## src/wdfl_pkg.sv

```systemverilog
// Package for the dual watchdog, fault log and configuration lock block.
// Assumes a 10 MHz clock and an outside serial engine giving byte requests.
package wdfl_pkg;

    // Register offsets
    localparam logic [7:0] WD1_INSEL_ADDR    = 8'h3C;
    localparam logic [7:0] WD1_TSEL_ADDR     = 8'h3D;
    localparam logic [7:0] WD2_INSEL_ADDR    = 8'h3E;
    localparam logic [7:0] WD2_TSEL_ADDR     = 8'h3F;
    localparam logic [7:0] WR_BLOCK_ADDR     = 8'h43;
    localparam logic [7:0] CFG_LOCK_ADDR     = 8'h45;
    localparam logic [7:0] FLT_PRIMARY_ADDR  = 8'h60;
    localparam logic [7:0] FLT_SECOND_ADDR   = 8'h61;
    localparam logic [7:0] FLT_INPUT_ADDR    = 8'h62;

    // Input-selection register fields
    localparam int INSEL_GPI_LSB  = 0;
    localparam int INSEL_PO_LSB   = 2;
    localparam int INSEL_DEP_LSB  = 5;
    localparam int INSEL_INIT_BIT = 7;
    // Timeout-select register fields
    localparam int TSEL_NORM_LSB  = 0;
    localparam int TSEL_INIT_LSB  = 3;
    localparam int TSEL_EN_BIT    = 6;
    // Lock register field
    localparam int LOCK_BIT       = 0;
    // Third fault register fields
    localparam int FLT_WD_LSB     = 0;
    localparam int FLT_GPI_LSB    = 2;
    localparam int FLT_MR_BIT     = 6;

    // Clear-dependency codes
    localparam logic [1:0] DEP_PO_ONLY  = 2'h1;
    localparam logic [1:0] DEP_GPI_ONLY = 2'h2;

    // Reset values (volatile copy is empty until the download fills it)
    localparam logic [7:0] CFG_RESET_VAL = 8'h00;
    localparam logic [7:0] FLT_RESET_VAL = 8'h00;
    localparam logic [7:0] INVALID_READ  = 8'h00;

    // Timing: shortest watchdog period is 6.25 ms, each code step is x4
    localparam int CLK_PERIOD_NS  = 100;
    localparam int WD_BASE_NS     = 6250000;
    localparam int WD_BASE_CYCLES = WD_BASE_NS / CLK_PERIOD_NS;

    // Configuration bytes copied from nonvolatile store after power-up
    localparam int          DL_COUNT = 6;
    localparam logic [2:0]  DL_LAST  = 3'h5;

    typedef struct packed {
        logic       req;   // one-cycle request strobe
        logic       we;    // 1 = write, 0 = read
        logic [7:0] addr;  // register offset
        logic [7:0] wdata; // write byte
    } wdfl_req_type;

    typedef struct packed {
        logic       ack;   // one-cycle accept pulse
        logic       nack;  // one-cycle refuse pulse
        logic [7:0] rdata; // read byte, valid with ack
    } wdfl_rsp_type;

    typedef enum logic [1:0] {
        DL_WAIT    = 2'b00,
        DL_FETCH   = 2'b01,
        DL_CAPTURE = 2'b10,
        DL_READY   = 2'b11
    } wdfl_dl_type;

endpackage : wdfl_pkg

```

## src/wdfl_top.sv

```systemverilog
// Dual watchdog timers, sticky fault log, configuration lock, user-memory
// write block and power-up configuration download.
// Assumes: rst is power-up reset; async pins are synchronised, all else is on clk.
//
// Notes on behaviour
// Initial period (field 5:3) applies after power-up, reset event or enabling.
// After the first interval is served, the normal period is used.
// Missing clear within a normal interval declares a watchdog fault.
// Missing clear within the initial interval also declares a fault.
// Period codes 0..7 give 6.25 ms times four per step up to 102.4 s.
// Timeout register bit 6 enables the watchdog; bit 7 unused.
// Initial period is enabled per watchdog via its input-selection register.
// Processor must toggle the watchdog input within the timeout period.
// Fault registers are read-only and cleared by power loss.
// First fault read after power-up is invalid; host discards it.
// Manual reset assertion sets fault bit 6 of the third register.
// Reading a fault register clears all fault flags.
// First fault register flags primary undervoltage per detector, bits 5:0.
// Second fault register flags secondary threshold crossings, bits 5:0.
// Third register: watchdogs at bits 1:0, general inputs at bits 5:2.
// Watchdog fault on a general input sets both input and watchdog flags.
// Lock bit blocks writes to all registers except the lock register.
// Write-block mask bit blocks user-memory writes while its output asserts.
// Config is copied in after supply lockout passes; outputs wait for it.
// Serial access before the download finishes is refused with a nack.
// Input register selects general input, output and clear dependency.
// Input register bit 7 enables the initial period only.
// Watchdog fault asserts the outputs configured to depend on it.
// Writes act within 5 us; new stored config needs reboot or power cycle.
// Any edge on the selected source restarts the count and ends initial.
// Fault flags stay set until a register read clears them.
`timescale 1ns/10ps

module wdfl_top #(
    parameter int unsigned WD_BASE_CYC = wdfl_pkg::WD_BASE_CYCLES  // cycles in 6.25 ms
) (
    input  wire logic                  clk,              // 10 MHz core clock
    input  wire logic                  rst,              // power-up reset, sync, high
    input  wire wdfl_pkg::wdfl_req_type reg_req,         // register request
    output wdfl_pkg::wdfl_rsp_type     reg_rsp,          // register answer
    input  wire logic [3:0]            general_input_n,  // general inputs, active high
    input  wire logic                  manual_reset_in,  // manual reset, active high
    input  wire logic                  supply_lockout_ok,// supply above lockout threshold
    input  wire logic [7:0]            po_state,         // asserted programmable outputs
    input  wire logic                  reset_event,      // system reset event pulse
    input  wire logic                  reboot_req,       // software reboot pulse
    input  wire logic [5:0]            primary_uv,       // primary undervoltage levels
    input  wire logic [5:0]            secondary_trip,   // secondary threshold levels
    input  wire logic [7:0]            wd1_po_dep,       // outputs depending on watchdog 1
    input  wire logic [7:0]            wd2_po_dep,       // outputs depending on watchdog 2
    output logic [7:0]                 nv_rd_addr,       // nonvolatile read address
    output logic                       nv_rd_en,         // nonvolatile read strobe
    input  wire logic [7:0]            nv_rd_data,       // data one cycle after strobe
    output logic                       config_ready,     // download complete
    output logic [1:0]                 wd_timeout,       // watchdog expired levels
    output logic [7:0]                 wd_po_assert,     // outputs forced by watchdogs
    output logic                       user_mem_wr_block // user-memory write blocked
);

    // Synchronisers
    logic [3:0] gpi_m_q, gpi_s_q, gpi_p_q;
    logic       mr_m_q, mr_s_q;
    logic       supply_lockout_threshold_m_q, supply_lockout_threshold_s_q;
    logic [7:0] po_p_q;

    always_ff @(posedge clk)
    begin
        if (rst)
        begin
            gpi_m_q  <= 4'h0;
            gpi_s_q  <= 4'h0;
            gpi_p_q  <= 4'h0;
            mr_m_q   <= 1'b0;
            mr_s_q   <= 1'b0;
            supply_lockout_threshold_m_q <= 1'b0;
            supply_lockout_threshold_s_q <= 1'b0;
            po_p_q   <= 8'h00;
        end
        else
        begin
            gpi_m_q  <= general_input_n;
            gpi_s_q  <= gpi_m_q;
            gpi_p_q  <= gpi_s_q;
            mr_m_q   <= manual_reset_in;
            mr_s_q   <= mr_m_q;
            supply_lockout_threshold_m_q <= supply_lockout_ok;
            supply_lockout_threshold_s_q <= supply_lockout_threshold_m_q;
            po_p_q   <= po_state;
        end
    end

    // Configuration registers
    logic [7:0] insel_q [2];
    logic [7:0] tsel_q  [2];
    logic [7:0] wr_block_q;
    logic [7:0] lock_q;

    // Download sequencer
    wdfl_pkg::wdfl_dl_type dl_q;
    logic [2:0]            dl_idx_q;
    logic [7:0]            dl_addr;
    logic                  dl_load_q;

    always_comb
    begin
        unique case (dl_idx_q)
            3'h0:    dl_addr = wdfl_pkg::WD1_INSEL_ADDR;
            3'h1:    dl_addr = wdfl_pkg::WD1_TSEL_ADDR;
            3'h2:    dl_addr = wdfl_pkg::WD2_INSEL_ADDR;
            3'h3:    dl_addr = wdfl_pkg::WD2_TSEL_ADDR;
            3'h4:    dl_addr = wdfl_pkg::WR_BLOCK_ADDR;
            default: dl_addr = wdfl_pkg::CFG_LOCK_ADDR;
        endcase
    end

    // A reboot re-runs the copy so changed stored bytes take hold
    always_ff @(posedge clk)
    begin
        if (rst)
        begin
            dl_q       <= wdfl_pkg::DL_WAIT;
            dl_idx_q   <= 3'h0;
            nv_rd_addr <= 8'h00;
            nv_rd_en   <= 1'b0;
            dl_load_q  <= 1'b0;
        end
        else
        begin
            nv_rd_en <= 1'b0;
            // Store answers a cycle after the strobe
            dl_load_q <= nv_rd_en;
            unique case (dl_q)
                wdfl_pkg::DL_WAIT:
                begin
                    dl_idx_q <= 3'h0;
                    if (supply_lockout_threshold_s_q)
                        dl_q <= wdfl_pkg::DL_FETCH;
                end
                wdfl_pkg::DL_FETCH:
                begin
                    nv_rd_addr <= dl_addr;
                    nv_rd_en   <= 1'b1;
                    dl_q       <= wdfl_pkg::DL_CAPTURE;
                end
                wdfl_pkg::DL_CAPTURE:
                begin
                    if (dl_idx_q == wdfl_pkg::DL_LAST)
                        dl_q <= wdfl_pkg::DL_READY;
                    else
                    begin
                        dl_idx_q <= dl_idx_q + 3'h1;
                        dl_q     <= wdfl_pkg::DL_FETCH;
                    end
                end
                wdfl_pkg::DL_READY:
                begin
                    if (reboot_req)
                        dl_q <= wdfl_pkg::DL_WAIT;
                end
            endcase
        end
    end

    logic dl_done;
    assign dl_done = (dl_q == wdfl_pkg::DL_READY);

    always_ff @(posedge clk)
    begin
        if (rst)
            config_ready <= 1'b0;
        else
            config_ready <= dl_done;
    end

    // Download fills the copy; host writes obey the lock
    logic       host_wr;
    logic       cfg_wr;
    logic [7:0] wr_addr;
    logic [7:0] wr_data;
    logic       locked;

    assign locked  = lock_q[wdfl_pkg::LOCK_BIT];
    assign host_wr = reg_req.req && reg_req.we && config_ready;
    assign cfg_wr  = dl_load_q || (host_wr && (!locked || reg_req.addr == wdfl_pkg::CFG_LOCK_ADDR));
    assign wr_addr = dl_load_q ? nv_rd_addr : reg_req.addr;
    assign wr_data = dl_load_q ? nv_rd_data : reg_req.wdata;

    // Writes land on the next edge, well inside 5 us
    always_ff @(posedge clk)
    begin
        if (rst)
        begin
            insel_q[0] <= wdfl_pkg::CFG_RESET_VAL;
            insel_q[1] <= wdfl_pkg::CFG_RESET_VAL;
            tsel_q[0]  <= wdfl_pkg::CFG_RESET_VAL;
            tsel_q[1]  <= wdfl_pkg::CFG_RESET_VAL;
            wr_block_q <= wdfl_pkg::CFG_RESET_VAL;
            lock_q     <= wdfl_pkg::CFG_RESET_VAL;
        end
        else if (cfg_wr)
        begin
            unique case (wr_addr)
                wdfl_pkg::WD1_INSEL_ADDR: insel_q[0] <= wr_data;
                wdfl_pkg::WD1_TSEL_ADDR:  tsel_q[0]  <= wr_data;
                wdfl_pkg::WD2_INSEL_ADDR: insel_q[1] <= wr_data;
                wdfl_pkg::WD2_TSEL_ADDR:  tsel_q[1]  <= wr_data;
                wdfl_pkg::WR_BLOCK_ADDR:  wr_block_q <= wr_data;
                wdfl_pkg::CFG_LOCK_ADDR:  lock_q     <= wr_data;
                default:                  ;
            endcase
        end
    end

    // Watchdogs
    logic [1:0] wd_fault;
    logic [1:0] wd_timeout_d;

    for (genvar w = 0; w < 2; w++)
    begin : g_wd
        logic [31:0] cnt_q;
        logic        init_q;
        logic        en_p_q;
        logic [1:0]  gsel;
        logic [2:0]  psel;
        logic [1:0]  dep;
        logic        en;
        logic        init_en;
        logic [2:0]  code;
        logic [31:0] limit;
        logic        gpi_edge;
        logic        po_edge;
        logic        clr;
        logic        expire;

        assign gsel    = insel_q[w][wdfl_pkg::INSEL_GPI_LSB +: 2];
        assign psel    = insel_q[w][wdfl_pkg::INSEL_PO_LSB +: 3];
        assign dep     = insel_q[w][wdfl_pkg::INSEL_DEP_LSB +: 2];
        assign init_en = insel_q[w][wdfl_pkg::INSEL_INIT_BIT];
        assign en      = tsel_q[w][wdfl_pkg::TSEL_EN_BIT] && dl_done;
        assign code    = init_q ? tsel_q[w][wdfl_pkg::TSEL_INIT_LSB +: 3]
                                : tsel_q[w][wdfl_pkg::TSEL_NORM_LSB +: 3];
        assign limit   = 32'(WD_BASE_CYC) << {code, 1'b0};

        // Any edge counts as a clear, so either pulse polarity works
        assign gpi_edge = gpi_s_q[gsel] ^ gpi_p_q[gsel];
        assign po_edge  = po_state[psel] ^ po_p_q[psel];
        always_comb
        begin
            if (dep == wdfl_pkg::DEP_PO_ONLY)
                clr = po_edge;
            else if (dep == wdfl_pkg::DEP_GPI_ONLY)
                clr = gpi_edge;
            else
                clr = po_edge || gpi_edge;
        end
        assign expire = en && !clr && (cnt_q == limit - 32'h1);
        assign wd_fault[w] = expire;

        always_ff @(posedge clk)
        begin
            if (rst)
            begin
                cnt_q           <= 32'h0;
                init_q          <= 1'b1;
                en_p_q          <= 1'b0;
                wd_timeout_d[w] <= 1'b0;
            end
            else
            begin
                en_p_q <= en;
                if (!en || reset_event || (en && !en_p_q))
                begin
                    cnt_q  <= 32'h0;
                    init_q <= init_en;
                    if (!en)
                        wd_timeout_d[w] <= 1'b0;
                end
                else if (clr)
                begin
                    cnt_q           <= 32'h0;
                    init_q          <= 1'b0;
                    wd_timeout_d[w] <= 1'b0;
                end
                else if (expire)
                begin
                    // Expiry resets the processor, so initial again
                    cnt_q           <= 32'h0;
                    init_q          <= init_en;
                    wd_timeout_d[w] <= 1'b1;
                end
                else
                    cnt_q <= cnt_q + 32'h1;
            end
        end
    end

    // General inputs owned by an enabled watchdog in input-clear mode
    logic [3:0] gpi_is_wd;
    logic [3:0] gpi_wd_fault;
    always_comb
    begin
        gpi_is_wd    = 4'h0;
        gpi_wd_fault = 4'h0;
        for (int w = 0; w < 2; w++)
        begin
            if (tsel_q[w][wdfl_pkg::TSEL_EN_BIT] &&
                insel_q[w][wdfl_pkg::INSEL_DEP_LSB +: 2] != wdfl_pkg::DEP_PO_ONLY)
            begin
                gpi_is_wd[insel_q[w][wdfl_pkg::INSEL_GPI_LSB +: 2]]    = 1'b1;
                if (wd_fault[w])
                    gpi_wd_fault[insel_q[w][wdfl_pkg::INSEL_GPI_LSB +: 2]] = 1'b1;
            end
        end
    end

    // Outputs wait for a valid configuration
    always_ff @(posedge clk)
    begin
        if (rst)
        begin
            wd_timeout        <= 2'h0;
            wd_po_assert      <= 8'h00;
            user_mem_wr_block <= 1'b0;
        end
        else
        begin
            wd_timeout        <= wd_timeout_d & {2{dl_done}};
            wd_po_assert      <= dl_done ? ((wd1_po_dep & {8{wd_timeout_d[0]}}) |
                                            (wd2_po_dep & {8{wd_timeout_d[1]}})) : 8'h00;
            user_mem_wr_block <= dl_done && |(wr_block_q & po_state);
        end
    end

    // Fault log
    logic [7:0] flt_q [3];
    logic [7:0] flt_set [3];
    logic       first_read_q;
    logic       flt_rd;
    logic       flt_clr;

    assign flt_rd  = reg_req.req && !reg_req.we && config_ready &&
                     (reg_req.addr == wdfl_pkg::FLT_PRIMARY_ADDR ||
                      reg_req.addr == wdfl_pkg::FLT_SECOND_ADDR ||
                      reg_req.addr == wdfl_pkg::FLT_INPUT_ADDR);
    // The discarded first read keeps the flags
    assign flt_clr = flt_rd && !first_read_q;

    assign flt_set[0] = {2'h0, primary_uv};
    assign flt_set[1] = {2'h0, secondary_trip};
    assign flt_set[2] = {1'b0, mr_s_q,
                         (gpi_s_q & ~gpi_is_wd) | gpi_wd_fault,
                         wd_fault};

    // Set beats clear so no event slips past a read
    for (genvar f = 0; f < 3; f++)
    begin : g_flt
        always_ff @(posedge clk)
        begin
            if (rst)
                flt_q[f] <= wdfl_pkg::FLT_RESET_VAL;
            else
                flt_q[f] <= (flt_q[f] & {8{!flt_clr}}) | flt_set[f];
        end
    end

    always_ff @(posedge clk)
    begin
        if (rst)
            first_read_q <= 1'b1;
        else if (flt_rd)
            first_read_q <= 1'b0;
    end

    // Read mux and answer
    logic [7:0] rdata;
    always_comb
    begin
        unique case (reg_req.addr)
            wdfl_pkg::WD1_INSEL_ADDR:   rdata = insel_q[0];
            wdfl_pkg::WD1_TSEL_ADDR:    rdata = tsel_q[0];
            wdfl_pkg::WD2_INSEL_ADDR:   rdata = insel_q[1];
            wdfl_pkg::WD2_TSEL_ADDR:    rdata = tsel_q[1];
            wdfl_pkg::WR_BLOCK_ADDR:    rdata = wr_block_q;
            wdfl_pkg::CFG_LOCK_ADDR:    rdata = lock_q;
            wdfl_pkg::FLT_PRIMARY_ADDR: rdata = flt_q[0];
            wdfl_pkg::FLT_SECOND_ADDR:  rdata = flt_q[1];
            wdfl_pkg::FLT_INPUT_ADDR:   rdata = flt_q[2];
            default:                    rdata = 8'h00;
        endcase
        if (flt_rd && first_read_q)
            rdata = wdfl_pkg::INVALID_READ;
    end

    always_ff @(posedge clk)
    begin
        if (rst)
            reg_rsp <= '0;
        else
        begin
            reg_rsp.ack   <= reg_req.req && config_ready;
            reg_rsp.nack  <= reg_req.req && !config_ready;
            reg_rsp.rdata <= (reg_req.req && !reg_req.we && config_ready) ? rdata : 8'h00;
        end
    end

endmodule : wdfl_top

```

## config.mk

```make
export PLATFORM = sky130hd
export DESIGN_NAME = wdfl_top
export DESIGN_NICKNAME = d
export VERILOG_FILES = /design/src/wdfl_pkg.sv /design/src/wdfl_top.sv
export SDC_FILE = /design/constraint.sdc
export NUM_CORES = 1
export LEC_CHECK = 0
export BUFFER_PORTS_ARGS = -buffer_cell sky130_fd_sc_hd__buf_2
export CORE_AREA = 2 2 164 134
export DETAILED_ROUTE_END_ITERATION = 10
export DIE_AREA = 0 0 166 136
export GPL_TIMING_DRIVEN = 0
export HOLD_SLACK_MARGIN = 0.1
export PLACE_DENSITY_LB_ADDON = 0.05
export SLEW_MARGIN = 20
export SYNTH_ARGS = -nofsm -noshare
export SYNTH_HDL_FRONTEND = slang
export SYNTH_SLANG_ARGS = --single-unit
```

## constraint.sdc

```tcl
create_clock -name clk -period 3.8 [get_ports clk]
set_input_delay 0.95 -clock clk [delete_from_list [all_inputs] [get_ports clk]]
set_output_delay 0.95 -clock clk [all_outputs]
set_load 0.05 [all_outputs]
```

After elaboration in Yosys (flattened, before gate mapping)
Memory sizes are Yosys's and may differ from the RTL's.
Index checks and enable logic that the tools add are counted.
{"block": "classes", "shift": 2, "addsub": 5, "n_reduce_logical": 60, "mux": 83, "eq_ne": 36, "n_lt_le_gt_ge": 6, "bitwise": 29}
{"operator": "8-bit 2-to-1 mux", "n": 9}
{"operator": "8-bit case mux with 9 select lines", "n": 1}
{"operator": "32-bit by 1-bit adder with 32-bit output, second input constant", "n": 2}
{"operator": "32-bit equality test", "n": 2}
{"operator": "8-bit by 6-bit equality test with 1-bit output, second input constant", "n": 8}
{"operator": "16-bit by 4-bit left shift with 32-bit output, first input constant", "n": 2}
{"operator": "32-bit by 1-bit subtractor with 32-bit output, second input constant", "n": 2}
{"operator": "8-bit by 7-bit equality test with 1-bit output, second input constant", "n": 7}
{"operator": "8-bit AND", "n": 6}
{"operator": "1-bit 2-to-1 mux", "n": 48}
{"operator": "7-bit case mux with 5 select lines", "n": 1}
{"operator": "4-bit 2-to-1 mux", "n": 6}
{"operator": "1-bit logical AND", "n": 23}
{"operator": "8-bit by 6-bit bitwise OR with 8-bit output", "n": 2}
{"operator": "1-bit binary-select mux with 3-bit select", "n": 4}
{"operator": "4-bit bitwise OR", "n": 3}
{"operator": "2-bit AND reduction", "n": 6}
{"operator": "1-bit logical NOT", "n": 11}
{"operator": "1-bit logical OR", "n": 10}
{"operator": "2-bit != test, second input constant", "n": 5}
{"operator": "3-bit 2-to-1 mux", "n": 3}
{"operator": "1-bit binary-select mux with 2-bit select", "n": 4}
{"operator": "2-bit equality test, second input constant", "n": 4}
{"operator": "3-bit by 4-bit < comparator with 1-bit output, second input constant", "n": 2}
{"operator": "other kinds (28)", "n": 50}
{"block": "totals", "mem_bits_rw": 56, "n_memories": 3, "register_bits": 148}
{"memory": "flt_q", "depth": 3, "word_bits": 8, "rd": 3, "rd_clocked_by_memory_dff": 0, "write_ports": 3, "line_no": "wdfl_top.sv:335", "rtl": "logic [7:0] flt_q [3];"}
{"memory": "insel_q", "depth": 2, "word_bits": 8, "rd": 2, "rd_clocked_by_memory_dff": 0, "write_ports": 2, "line_no": "wdfl_top.sv:93", "rtl": "logic [7:0] insel_q [2];"}
{"memory": "tsel_q", "depth": 2, "word_bits": 8, "rd": 2, "rd_clocked_by_memory_dff": 0, "write_ports": 2, "line_no": "wdfl_top.sv:94", "rtl": "logic [7:0] tsel_q [2];"}

Longest topological paths before layout
Gate-level depths: netlist of run 1.
An unclocked memory read counts as a cell.
{"block": "logic_depth", "ltp_word": 18, "mapped_depth": 19, "ltp_nobuf": 15}

Least setup slack after synthesis of run 1
Ideal clock, no wire load.
{"block": "synth_path", "kind": "register to register", "startpoint": "register g_wd[0].init_q", "endpoint": "register g_wd[0].cnt_q[16]", "slack_ns": -0.122, "period_less_slack_ns": 3.922, "n_path_buf": 4, "path_stages_with_launch": 19, "t_required_ns": 3.685, "t_arrival_ns": 3.807, "cell_sequence": "dfxtp_1 -> buf_2 -> mux2i_1 -> ha_1 -> ha_1 -> inv_1 -> ha_1 -> xor2_1 -> nand3_1 -> a211oi_1 -> nand3_1 -> or4_1 -> nor4_1 -> and4_1 -> buf_4 -> or3_1 -> buf_2 -> buf_6 -> nor2_1"}
{"block": "synth_via", "elab_chain_len": 6}
{"element": "start, declared", "line_no": "wdfl_top.sv:221", "rtl": "logic init_q;"}
{"element": "start signal, assigned", "line_no": "wdfl_top.sv:274", "rtl": "init_q <= init_en;"}
{"element": "start signal, assigned", "line_no": "wdfl_top.sv:288", "rtl": "init_q <= init_en;"}
{"element": "3-bit 2-to-1 mux", "line_no": "wdfl_top.sv:240", "rtl": "assign code = init_q ? tsel_q[w][wdfl_pkg::TSEL_INIT_LSB +: 3]"}
{"element": "16-bit by 4-bit left shift with 32-bit output", "line_no": "wdfl_top.sv:242", "rtl": "assign limit = 32'(WD_BASE_CYC) << {code, 1'b0};"}
{"element": "32-bit by 1-bit subtractor with 32-bit output", "line_no": "wdfl_top.sv:256", "rtl": "assign expire = en && !clr && (cnt_q == limit - 32'h1);"}
{"element": "32-bit equality test", "line_no": "wdfl_top.sv:256"}
{"element": "1-bit logical AND", "line_no": "wdfl_top.sv:256"}
{"element": "4-bit OR reduction (no source line)"}
{"element": "end signal, assigned", "line_no": "wdfl_top.sv:292", "rtl": "cnt_q <= cnt_q + 32'h1;"}
{"element": "end, declared", "line_no": "wdfl_top.sv:220", "rtl": "logic [31:0] cnt_q;"}
Every way passes these cells.
A chain may end at the register's enable or synchronous reset.

Worst setup path in the final report of run 1
Ends and elaborated chain as after synthesis.

==> impl_metrics.py, run 1 <==
metrics = {
    "status": {
        "status": "complete, no violations",
    },
    "die": {
        "row_count": 48,
        "core-area_um2": 21100,
        "io_pins": 103,
        "die_area_um2": 22600,
        "die_h_um": 136,
        "die_width_um": 166,
        "initial_utilization_pct": 52.5,
    },
    "drt": {
        "drc_errors": 0,
        "routed_wl_um": 31400,
        "vias": 9822,
        "drtIter0Drc": 818,
        "drt_pass1_iterations": 5,
        "postRouteAntennaNets": 0,
        "viasPerCell": 5.80,
        "wire_per_inst_um": 18.6,
    },
    "place": {
        "place_ws_ns": -0.825,
        "portBuffers": 100,
        "place.gp.congestion": 0.975,
        "dp_hpwl_um": 22600,
    },
    "cts": {
        "ctsHoldBuffers": 0,
        "insertion_delay_ns": 0.53,
        "clock-root-buffer": "clkbuf_16",
        "htree_levels": 1,
        "clock-sinks": 201,
        "clockBufferDepth": 3,
        "numCtsBuffers": 22,
        "cts_tree": "built",
        "cts.clk_slew.worst_paths_ns": 0.06,
    },
    "pwr": {
        "power.leakage_nw": 5.05,
        "power.total_w": 0.00483,
        "power_density_nw_per_um2": 360,
        "max-vdd-ir-drop_mv": 0.379,
    },
    "yosys": {
        "synth_mux_area_share_pct": 9.22,
        "synth_top_family_by_area": "simple AND/OR/NAND/NOR gates",
        "synth-seq-cells": 201,
        "synth_xor_area_share_pct": 9.11,
        "synth_compound_area_share_pct": 12.6,
        "synthFlopType": "dfxtp_1",
        "synth_cells": 1252,
        "ys_types": 78,
        "syn-mean-instance-area_um2": 8.84,
        "synthAdderAreaFrac_pct": 3.05,
        "synth_top_area_share_pct": 30.6,
        "synth_edf_count": 32,
        "syn_nets": 1351,
        "synthArstFlopShare_pct": 0,
        "ys_seq_area_share_pct": 39.3,
        "ys_warn_count": 0,
        "synth_area_um2": 11100,
        "synth_top_cell_by_area": "dfxtp_1",
        "yosys-top-cells-area": "dfxtp_1, edfxtp_1, nor2_1",
        "synth-simple-area-share_pct": 22.5,
    },
    "critical_path": {
        "critPathCaptureType": "flip-flop",
        "worstSetupPathType": "flip-flop to flip-flop",
        "rrSetupSlack_ns": 0.09,
        "crit_arrival_ns": 4.12,
        "critPathLaunchType": "flip-flop",
        "required_ns": 4.21,
        "path_max_fanout": 10,
    },
    "finish": {
        "drive_above_1_share_pct": 20.2,
        "fillerInstances": 1852,
        "fin_util_pct": 63.6,
        "syn_to_final_growth_pct": 21.3,
        "n_antenna_cell": 0,
        "fin_nets": 1503,
    },
    "timing": {
        "tightestPinTransition_ns": 1.01,
        "fmax_mhz": 269,
        "finalHoldViolations": 0,
        "period_needed_ns": 3.71,
        "clock_skew_ns": 0.0208,
        "fin_crit_sh_pct": 97.7,
        "slew_headroom_pct": 32.5,
        "setup_viol": 0,
        "setup_slack_ns": 0.0888,
        "finalMaxSlewViolations": 0,
    },
    "run": {
        "maxCapViolCount": 0,
    },
    "grt": {
        "grt_use_total_pct": 26.8,
        "antenna_found_initial": 0,
        "grt_max_degree": 13,
        "grt_pass1_wl_um": 48600,
        "first_global_vias": 9013,
        "overflow": 0,
    },
    "worst_hold_path": {
        "hp-class": "flip-flop to flip-flop",
    },
}
[final cells by class]
cell class                      instances  area [um2]  area share (%)
Multi-Input combinational cell        944        6650            49.6
Sequential cell                       201        4350            32.4
Timing Repair Buffer                  133         818            6.10
Clock buffer                           31         608            4.53
Buffer                                 72         453            3.38
Tap cell                              275         344            2.57
Inverter                               30         131           0.979
Clock inverter                          7        57.6           0.429
[final timing paths]
kind / end / start / cells after the start
max reg2reg: g_wd[0].cnt_q[16]$_SDFF_PP0_ / g_wd[0].init_q$_SDFFE_PP1P_ / 17
min: gpi_s_q[0]$_SDFF_PP0_ / gpi_m_q[0]$_SDFF_PP0_ / 1
max: g_wd[0].cnt_q[16]$_SDFF_PP0_ / g_wd[0].init_q$_SDFFE_PP1P_ / 17
min reg2reg: gpi_s_q[0]$_SDFF_PP0_ / gpi_m_q[0]$_SDFF_PP0_ / 1
[worst max-delay path, cell delays in order (launching register included)]
cell and delay, ns:
dfxtp_4 0.36, buf_4 0.14, mux2i_4 0.20, buf_6 0.15
ha_4 0.17, ha_4 0.17, inv_4 0.09, ha_4 0.15
or4b_4 0.48, nor4_4 0.26, mux2_4 0.33, nor4_2 0.26
and4_1 0.28, buf_6 0.13, or3_4 0.11, buf_6 0.12
buf_8 0.13, nor2_1 0.05
[through the flow]
stage	TNS, ns	hold WS, ns	area, um2	std cells
final	0	0.437	13400	1693
after global routing	-3.39	0.453	13400	1693
after CTS	0	0.441	13000	1683
after detailed placement	-71.90	0.427	11900	1627
after global placement	-78.66	0.417	11900	1627
after floorplan	0	0.413	11100	1252
[kinds of logic after synthesis]
family          Yosys count
compound gates          203
xor+xnor                115
fa+ha+maj                27
buf+inv                 107
flops                   201
mux                      90
other cells               1
simple gates            508
[registers in the layout, summed over array words and instances, names as in the netlist, 3 cells and up]
name and count:
dl_idx_q 3, flt_q 24, g_wd.cnt_q 64, gpi_m_q 4, gpi_p_q 4, gpi_s_q 4, insel_q 16, lock_q 8
nv_rd_addr 5, po_p_q 8, reg_rsp 10, tsel_q 16, wd_po_assert 8, wr_block_q 8
[timing repair]
action	in CTS	in global routing
pin swaps	10	17
endpoints found under the hold margin	0	0
cloned	2	2
endpoints found under the setup margin	74	116
gates resized for setup	63	71
setup buffers	18	11
[Yosys cell counts, drive strengths merged, types with 3 or more instances]
library cell  count
a2111oi           3
a211oi            4
a21oi            55
a221oi            8
a222oi            4
a22o             12
a22oi            22
a31oi            18
a32o              4
a32oi             5
and2             15
and3             15
and4              6
buf              30
clkbuf           47
dfxtp           169
edfxtp           32
ha               27
inv              29
mux2             15
mux2i            67
mux4              8
nand2            89
nand2b           16
nand3            43
nand4            18
nand4b            6
nor2            185
nor2b            34
nor3             36
nor3b             9
nor4             10
nor4b             4
o2111ai           6
o211ai            4
o21ai            26
o22ai             7
o31ai             5
or2               5
or3               6
or4               3
xnor2            52
xor2             63
[metal layers]
layer | GRT usage (%) | vias up | wire (um)
met4 | 7.39 | 0 | 875
met5 | 0 | - | 0
met1 | 37.5 | 4616 | 14000
met2 | 43.1 | 396 | 14200
li1 | - | 4746 | -
met3 | 4.60 | 64 | 2290
[layout by cell type (no fill, tap or decap), types with 7 or more instances in the layout]
| cell | count |
|---|---|
| a22oi_1 | 22 |
| xnor2_1 | 52 |
| mux2_2 | 12 |
| clkbuf_16 | 24 |
| dfxtp_1 | 167 |
| buf_6 | 12 |
| nor3b_1 | 7 |
| ha_1 | 18 |
| mux4_2 | 8 |
| inv_1 | 24 |
| xor2_1 | 59 |
| a31oi_1 | 18 |
| a221oi_1 | 7 |
| buf_2 | 106 |
| clkbuf_1 | 42 |
| ha_4 | 8 |
| and3_1 | 15 |
| nand4_1 | 18 |
| edfxtp_1 | 32 |
| buf_8 | 9 |
| a22o_1 | 12 |
| nor2b_1 | 34 |
| nand2_1 | 85 |
| nand3_1 | 42 |
| o21ai_0 | 22 |
| nor3_1 | 33 |
| and2_1 | 15 |
| mux2i_1 | 60 |
| a21oi_1 | 54 |
| nor2_1 | 185 |
| nand2b_1 | 16 |
| buf_4 | 30 |
[power by group]
part           switching (W)  total [W]  internal, W  leakage (nW)
Sequential         0.0000328    0.00223      0.00220          1.70
Combinational       0.000343   0.000595     0.000253          3.02
Clock               0.000878    0.00200      0.00112         0.327
Total                0.00125    0.00483      0.00357          5.05
No activity file was read; power rests on OpenSTA's default activity.
==> run 2, diff against run 1 <==
--- a/config.mk
+++ b/config.mk
@@ -8,4 +8,5 @@
 export BUFFER_PORTS_ARGS = -buffer_cell sky130_fd_sc_hd__buf_2
 export CORE_AREA = 2 2 164 134
+export CTS_CLUSTER_SIZE = 20
 export DETAILED_ROUTE_END_ITERATION = 10
 export DIE_AREA = 0 0 166 136
==> constraint.sdc (replaced) <==
create_clock -name clk -period 3.8 [get_ports clk]
set_input_delay 0.19 -clock clk [delete_from_list [all_inputs] [get_ports clk]]
set_output_delay 0.19 -clock clk [all_outputs]
set_load 0.05 [all_outputs]
==> impl_metrics.py, run 2 (synthesis gave the netlist of run 1 again) <==
metrics = {
    "timing": {
        "finalHoldViolations": 0,
        "clock_skew_ns": 0.0225,
        "period_needed_ns": 3.70,
        "finalMaxSlewViolations": 0,
        "setup_slack_ns": 0.0983,
        "holdWs_ns": 0.118,
        "slew_headroom_pct": 30.8,
        "setup_viol": 0,
        "fin_crit_sh_pct": 97.4,
        "fmax_mhz": 270,
        "tightestPinTransition_ns": 1.03,
    },
    "pwr": {
        "max-vdd-ir-drop_mv": 0.380,
        "power.leakage_nw": 5.32,
        "power_density_nw_per_um2": 348,
        "power.total_w": 0.00487,
    },
    "critical_path": {
        "r2r_cells": 17,
        "reg2reg_to": "g_wd[0].cnt_q[16]$_SDFF_PP0_",
        "crit_arrival_ns": 4.11,
        "rr_startpoint": "g_wd[0].init_q$_SDFFE_PP1P_",
        "slowest_stage": "or4b_4",
        "rrSetupSlack_ns": 0.1,
        "worstSetupPathType": "flip-flop to flip-flop",
        "critPathCaptureType": "flip-flop",
        "path_max_fanout": 10,
        "path_cells": "buf_4 -> mux2i_4 -> buf_6 -> ha_4 -> ha_4 -> inv_2 -> ha_2 -> or4b_4 -> nor4_4 -> mux2_4 -> nor4_2 -> and4_1 -> buf_6 -> or3_4 -> buf_6 -> buf_8 -> nor2_1",
        "required_ns": 4.21,
        "crit_path_frequent_cell": "buf_6",
        "crit_path_max_incr_delay_ns": 0.49,
        "critPathLaunchType": "flip-flop",
    },
    "status": {
        "status": "complete, no violations",
    },
    "die": {
        "io_pins": 103,
        "initial_utilization_pct": 52.5,
        "row_count": 48,
        "die_area_um2": 22600,
        "core-area_um2": 21100,
        "die_width_um": 166,
        "die_h_um": 136,
    },
    "worst_hold_path": {
        "whs_path_depth": 4,
        "holdPathEnd": "wr_block_q[5]$_SDFFE_PP0P_",
        "hp-class": "primary input to flip-flop",
        "hp-start": "nv_rd_data[5]",
    },
    "place": {
        "portBuffers": 100,
        "dp.cells": 1627,
        "place_ws_ns": -0.825,
        "place.gp.congestion": 0.975,
        "dp_hpwl_um": 22600,
    },
    "finish": {
        "reg.largest.list": "g_wd.cnt_q x64, flt_q x24",
        "n_antenna_cell": 0,
        "largest_reg_flops": 64,
        "layout_common_cells": "nor2_1, dfxtp_1, buf_2",
        "drive_above_1_share_pct": 19.0,
        "final_common_cell": "nor2_1",
        "finalNonFillerCells": 1755,
        "fin_nets": 1565,
        "largest_register": "g_wd.cnt_q",
        "syn_to_final_growth_pct": 26.5,
    },
    "grt": {
        "grt_pass1_wl_um": 50100,
        "grt_use_total_pct": 27.6,
        "first_global_vias": 9331,
        "antenna_found_initial": 0,
        "grt_max_degree": 13,
        "overflow": 0,
    },
    "run": {
        "maxCapViolCount": 0,
    },
    "drt": {
        "routed_wl_um": 32400,
        "drtIter0Drc": 934,
        "vias": 10100,
        "drc_errors": 0,
        "wire_per_inst_um": 18.4,
        "postRouteAntennaNets": 0,
        "viasPerCell": 5.75,
        "drt_pass1_iterations": 6,
    },
    "cts": {
        "numCtsBuffers": 22,
        "clock-root-buffer": "clkbuf_16",
        "htree_levels": 1,
        "clock-sinks": 201,
        "insertion_delay_ns": 0.53,
        "cts_tree": "built",
        "cts.clk_slew.worst_paths_ns": 0.06,
        "clockBufferDepth": 3,
    },
}
run 2: cell types whose count changed in the layout (fill, tap and decap cells not counted), sizes merged:
cell / change
buf: -1
dlygate4sd3: +61
clkbuf: +2
run 2: stage by stage:
step / util (%) / TNS, ns / area [um2]
floorplan: - / 0 / 11100
global placement: 56.6 / -55.63 / 11900
detailed placement: 56.6 / -54.96 / 11900
CTS: 64.4 / 0 / 13600
global route: 66.4 / -2.43 / 14000
finish: 66.4 / 0 / 14000
run 2: worst max-delay path, delay by kind of cell (launching register included):
kind                       cells  cell delay, ns
adders and majority gates      3            0.55
muxes                          2            0.52
DFF                            1            0.37
and+or+nand+nor                6            1.36
buffers and inverters          6            0.77
run 2: timing repair:
| item | 4_1_cts | 5_1_grt |
|---|---|---|
| endpoints found under the setup margin | 74 | 73 |
| buffers inserted | 18 | 11 |
| hold buffers | 61 | 0 |
| gates resized for setup | 63 | 63 |
| gates cloned | 2 | 2 |
| endpoints found under the hold margin | 58 | 0 |
| pin swaps | 10 | 15 |
run 2: area by class of cell:
| cell class | instances | area (um2) |
|---|---|---|
| clock buffer | 31 | 608 |
| timing repair buffer | 194 | 1430 |
| clock inverter | 7 | 57.6 |
| inverter | 30 | 129 |
| buffer | 73 | 460 |
| multi-input combinational | 944 | 6620 |
| fill | 1763 | 7090 |
| tap | 275 | 344 |
| sequential | 201 | 4350 |
run 2: routing by layer:
metal	GRT usage [%]	wire (um)	up-vias
li1	-	-	4857
met1	38.2	14300	4770
met2	45.0	14900	418
met3	4.54	2370	55
met4	7.78	823	0
met5	0	0	-
run 2: how the worst max path moves through the flow:
stage | endpoint | from | cells past startpoint
finish | g_wd[0].cnt_q[16]$_SDFF_PP0_ | g_wd[0].init_q$_SDFFE_PP1P_ | 17
global route | g_wd[0].cnt_q[16]$_SDFF_PP0_ | g_wd[0].init_q$_SDFFE_PP1P_ | 18
CTS | g_wd[0].cnt_q[8]$_SDFF_PP0_ | g_wd[0].init_q$_SDFFE_PP1P_ | 19
detailed placement | g_wd[1].cnt_q[13]$_SDFF_PP0_ | g_wd[1].init_q$_SDFFE_PP1P_ | 16
global placement | g_wd[0].cnt_q[16]$_SDFF_PP0_ | g_wd[0].init_q$_SDFFE_PP1P_ | 18
floorplan | g_wd[0].cnt_q[16]$_SDFF_PP0_ | g_wd[0].init_q$_SDFFE_PP1P_ | 18
run 2: where the power goes:
part | internal (W) | switching (W)
logic | 0.000287 | 0.000350
registers | 0.00220 | 0.0000324
clock network | 0.00112 | 0.000881
total | 0.00361 | 0.00126
==> run 3, diff against run 2 <==
ABC_AREA = 1   (was not set)
CORE_AREA = 2 2 168 137   (was 2 2 164 134)
DIE_AREA = 0 0 170 139   (was 0 0 166 136)
==> impl_metrics.py, run 3 <==
metrics = {
    "timing": {
        "setup_viol": 0,
        "holdWs_ns": 0.192,
        "finalMaxSlewViolations": 0,
        "finalSetupTns_ns": 0,
        "period_needed_ns": 3.59,
        "fmax_mhz": 278,
        "tightestPinTransition_ns": 0.948,
        "rsz0062_at_grt": "no",
        "clock_skew_ns": 0.00759,
        "slew_headroom_pct": 36.1,
        "fin_crit_sh_pct": 94.6,
        "finalHoldViolations": 0,
    },
    "die": {
        "die_area_um2": 23600,
        "row_count": 49,
        "io_pins": 103,
        "initial_utilization_pct": 54.0,
        "core-area_um2": 22100,
        "die_h_um": 139,
        "die_width_um": 170,
    },
    "yosys": {
        "synth_edf_count": 32,
        "yosysMostFrequentCell": "nand2_1",
        "synth_top_cell_by_area": "dfxtp_1",
        "synthFlopType": "dfxtp_1",
        "synth_top_area_share_pct": 28.4,
        "synth_cells": 1775,
        "syn_nets": 1874,
        "synthArstFlopShare_pct": 0,
        "synth_area_um2": 11900,
        "ys_types": 52,
        "ys_warn_count": 0,
        "syn-mean-instance-area_um2": 6.72,
        "yosys-top-cells-area": "dfxtp_1, nand2_1, inv_1",
        "synth-seq-cells": 201,
        "synth_commonest_cells": "nand2_1, inv_1, nor2_1",
        "ys_seq_area_share_pct": 36.4,
    },
    "cts": {
        "cts.clk_slew.worst_paths_ns": 0.06,
        "clock-root-buffer": "clkbuf_16",
        "cts_tree": "built",
        "clockBufferDepth": 3,
        "insertion_delay_ns": 0.53,
        "numCtsBuffers": 23,
        "clock-sinks": 201,
        "htree_levels": 1,
    },
    "critical_path": {
        "worstSetupPathType": "flip-flop to flip-flop",
        "crit_arrival_ns": 4.00,
        "crit_path_frequent_cell": "nor2_1",
        "path_cells": "buf_6 -> o21ai_1 -> ha_1 -> nand2_1 -> ha_1 -> xnor2_1 -> nor2_1 -> nand3_1 -> nor2_1 -> nand2_1 -> nor2_1 -> nand3_1 -> nor2_1 -> nand2_1 -> nor2_2 -> nand3_2 -> nand3_4 -> buf_6 -> nor3_2",
        "required_ns": 4.21,
        "path_delay_family": "simple AND/OR/NAND/NOR gates",
        "crit_path_max_incr_delay_ns": 0.42,
        "path_max_fanout": 10,
        "critPathLaunchType": "flip-flop",
        "critPathCaptureType": "flip-flop",
        "slowest_stage": "o21ai_1",
        "crit_buf_inv": 2,
    },
    "drt": {
        "vias": 12100,
        "viasPerCell": 5.38,
        "wire_per_inst_um": 15.5,
        "wl_met3_um": 2740,
        "drtIter0Drc": 1017,
        "drc_errors": 0,
        "routed_wl_um": 34800,
        "wl_met1_um": 15800,
        "drt_pass1_iterations": 5,
        "wl_met2_um": 14900,
        "postRouteAntennaNets": 0,
        "highest_layer": "met4",
    },
    "pwr": {
        "max-vdd-ir-drop_mv": 0.351,
        "power.leakage_nw": 6.32,
        "power_density_nw_per_um2": 355,
        "power.total_w": 0.00496,
    },
    "finish": {
        "syn_to_final_growth_pct": 17.1,
        "reg.largest.list": "g_wd.cnt_q x64, flt_q x24",
        "fillerInstances": 2067,
        "regArea_um2": 4340,
        "largest_reg_flops": 64,
        "drive_above_1_share_pct": 12.2,
        "largest_register": "g_wd.cnt_q",
        "fin_nets": 2046,
        "final_common_cell": "nand2_1",
        "n_antenna_cell": 0,
        "layout_common_cells": "nand2_1, inv_1, nor2_1",
        "multi_input_area_um2": 6230,
    },
    "grt": {
        "grt_pass1_wl_um": 56000,
        "grt_max_degree": 14,
        "overflow": 0,
        "grt_use_total_pct": 29.5,
        "first_global_vias": 11100,
        "antenna_found_initial": 0,
    },
    "worst_hold_path": {
        "hp-class": "primary input to flip-flop",
    },
    "run": {
        "maxCapViolCount": 0,
    },
    "place": {
        "place.gp.congestion": 0.994,
        "dp_hpwl_um": 26200,
        "portBuffers": 100,
    },
    "status": {
        "status": "complete, no violations",
    },
}
[run 3: final timing paths]
path | start | to | slack [ns] | cells after the start
max | g_wd[1].init_q$_SDFFE_PP1P_ | g_wd[1].cnt_q[6]$_SDFF_PP0_ | 0.21 | 19
min | reg_req[15] | lock_q[7]$_SDFFE_PP0P_ | 0.19 | 6
max reg2reg | g_wd[1].init_q$_SDFFE_PP1P_ | g_wd[1].cnt_q[6]$_SDFF_PP0_ | 0.21 | 19
min reg2reg | gpi_m_q[3]$_SDFF_PP0_ | gpi_s_q[3]$_SDFF_PP0_ | 0.41 | 2
[run 3: final cells by class]
cell class / count / area share (%)
inverters: 294 / 7.92
flip-flops and latches: 201 / 31.1
clock buffers: 29 / 4.29
multi-input cells: 1241 / 44.7
repair buffers: 147 / 6.94
well taps: 280 / 2.51
clock inverters: 13 / 0.753
plain buffers: 39 / 1.79
[run 3: through the flow]
stage	util, %	area [um2]	setup WS (ns)	cells
after global routing	63.2	14000	0.0144	2244
after global placement	57.9	12800	0.0365	2155
after CTS	63.1	13900	0.0408	2243
after floorplan	-	11900	0.885	1775
final	63.2	14000	0.207	2244
after detailed placement	57.9	12800	0.0607	2155
[run 3: cells by family after synthesis]
group	share of synthesized area (%)
AO/OA/AOI/OAI	10.3
XOR/XNOR	2.42
adder cells (fa/ha/maj)	2.83
buffers and inverters	11.4
flip-flops	36.4
other	0.0315
AND/OR/NAND/NOR	36.6
[run 3: tightest hold or removal path: cells and delay by family]
family                 cells  cell delay [ns]
buffers and inverters      1             0.10
and+or+nand+nor            3             0.24
AOI/OAI and AO/OA          2             0.13
[run 3: repair_timing]
action / CTS / global route
hold endpoints to repair: 42 / 0
hold buffers: 46 / 0
gates resized for setup: 0 / 4
setup endpoints to repair: 0 / 39
setup buffers: 0 / 1
[run 3: per-layer routing]
layer | up-vias | GRT usage [%]
met3 | 92 | 5.05
met4 | 0 | 10.7
met5 | - | 0
met1 | 5450 | 41.3
met2 | 479 | 45.9
li1 | 6050 | -
[run 3: report_power, final]
part / internal [W] / leakage (nW) / switching, W
logic: 0.000211 / 4.27 / 0.000407
clock network: 0.00119 / 0.349 / 0.000925
registers: 0.00220 / 1.70 / 0.0000247
total: 0.00361 / 6.32 / 0.00136
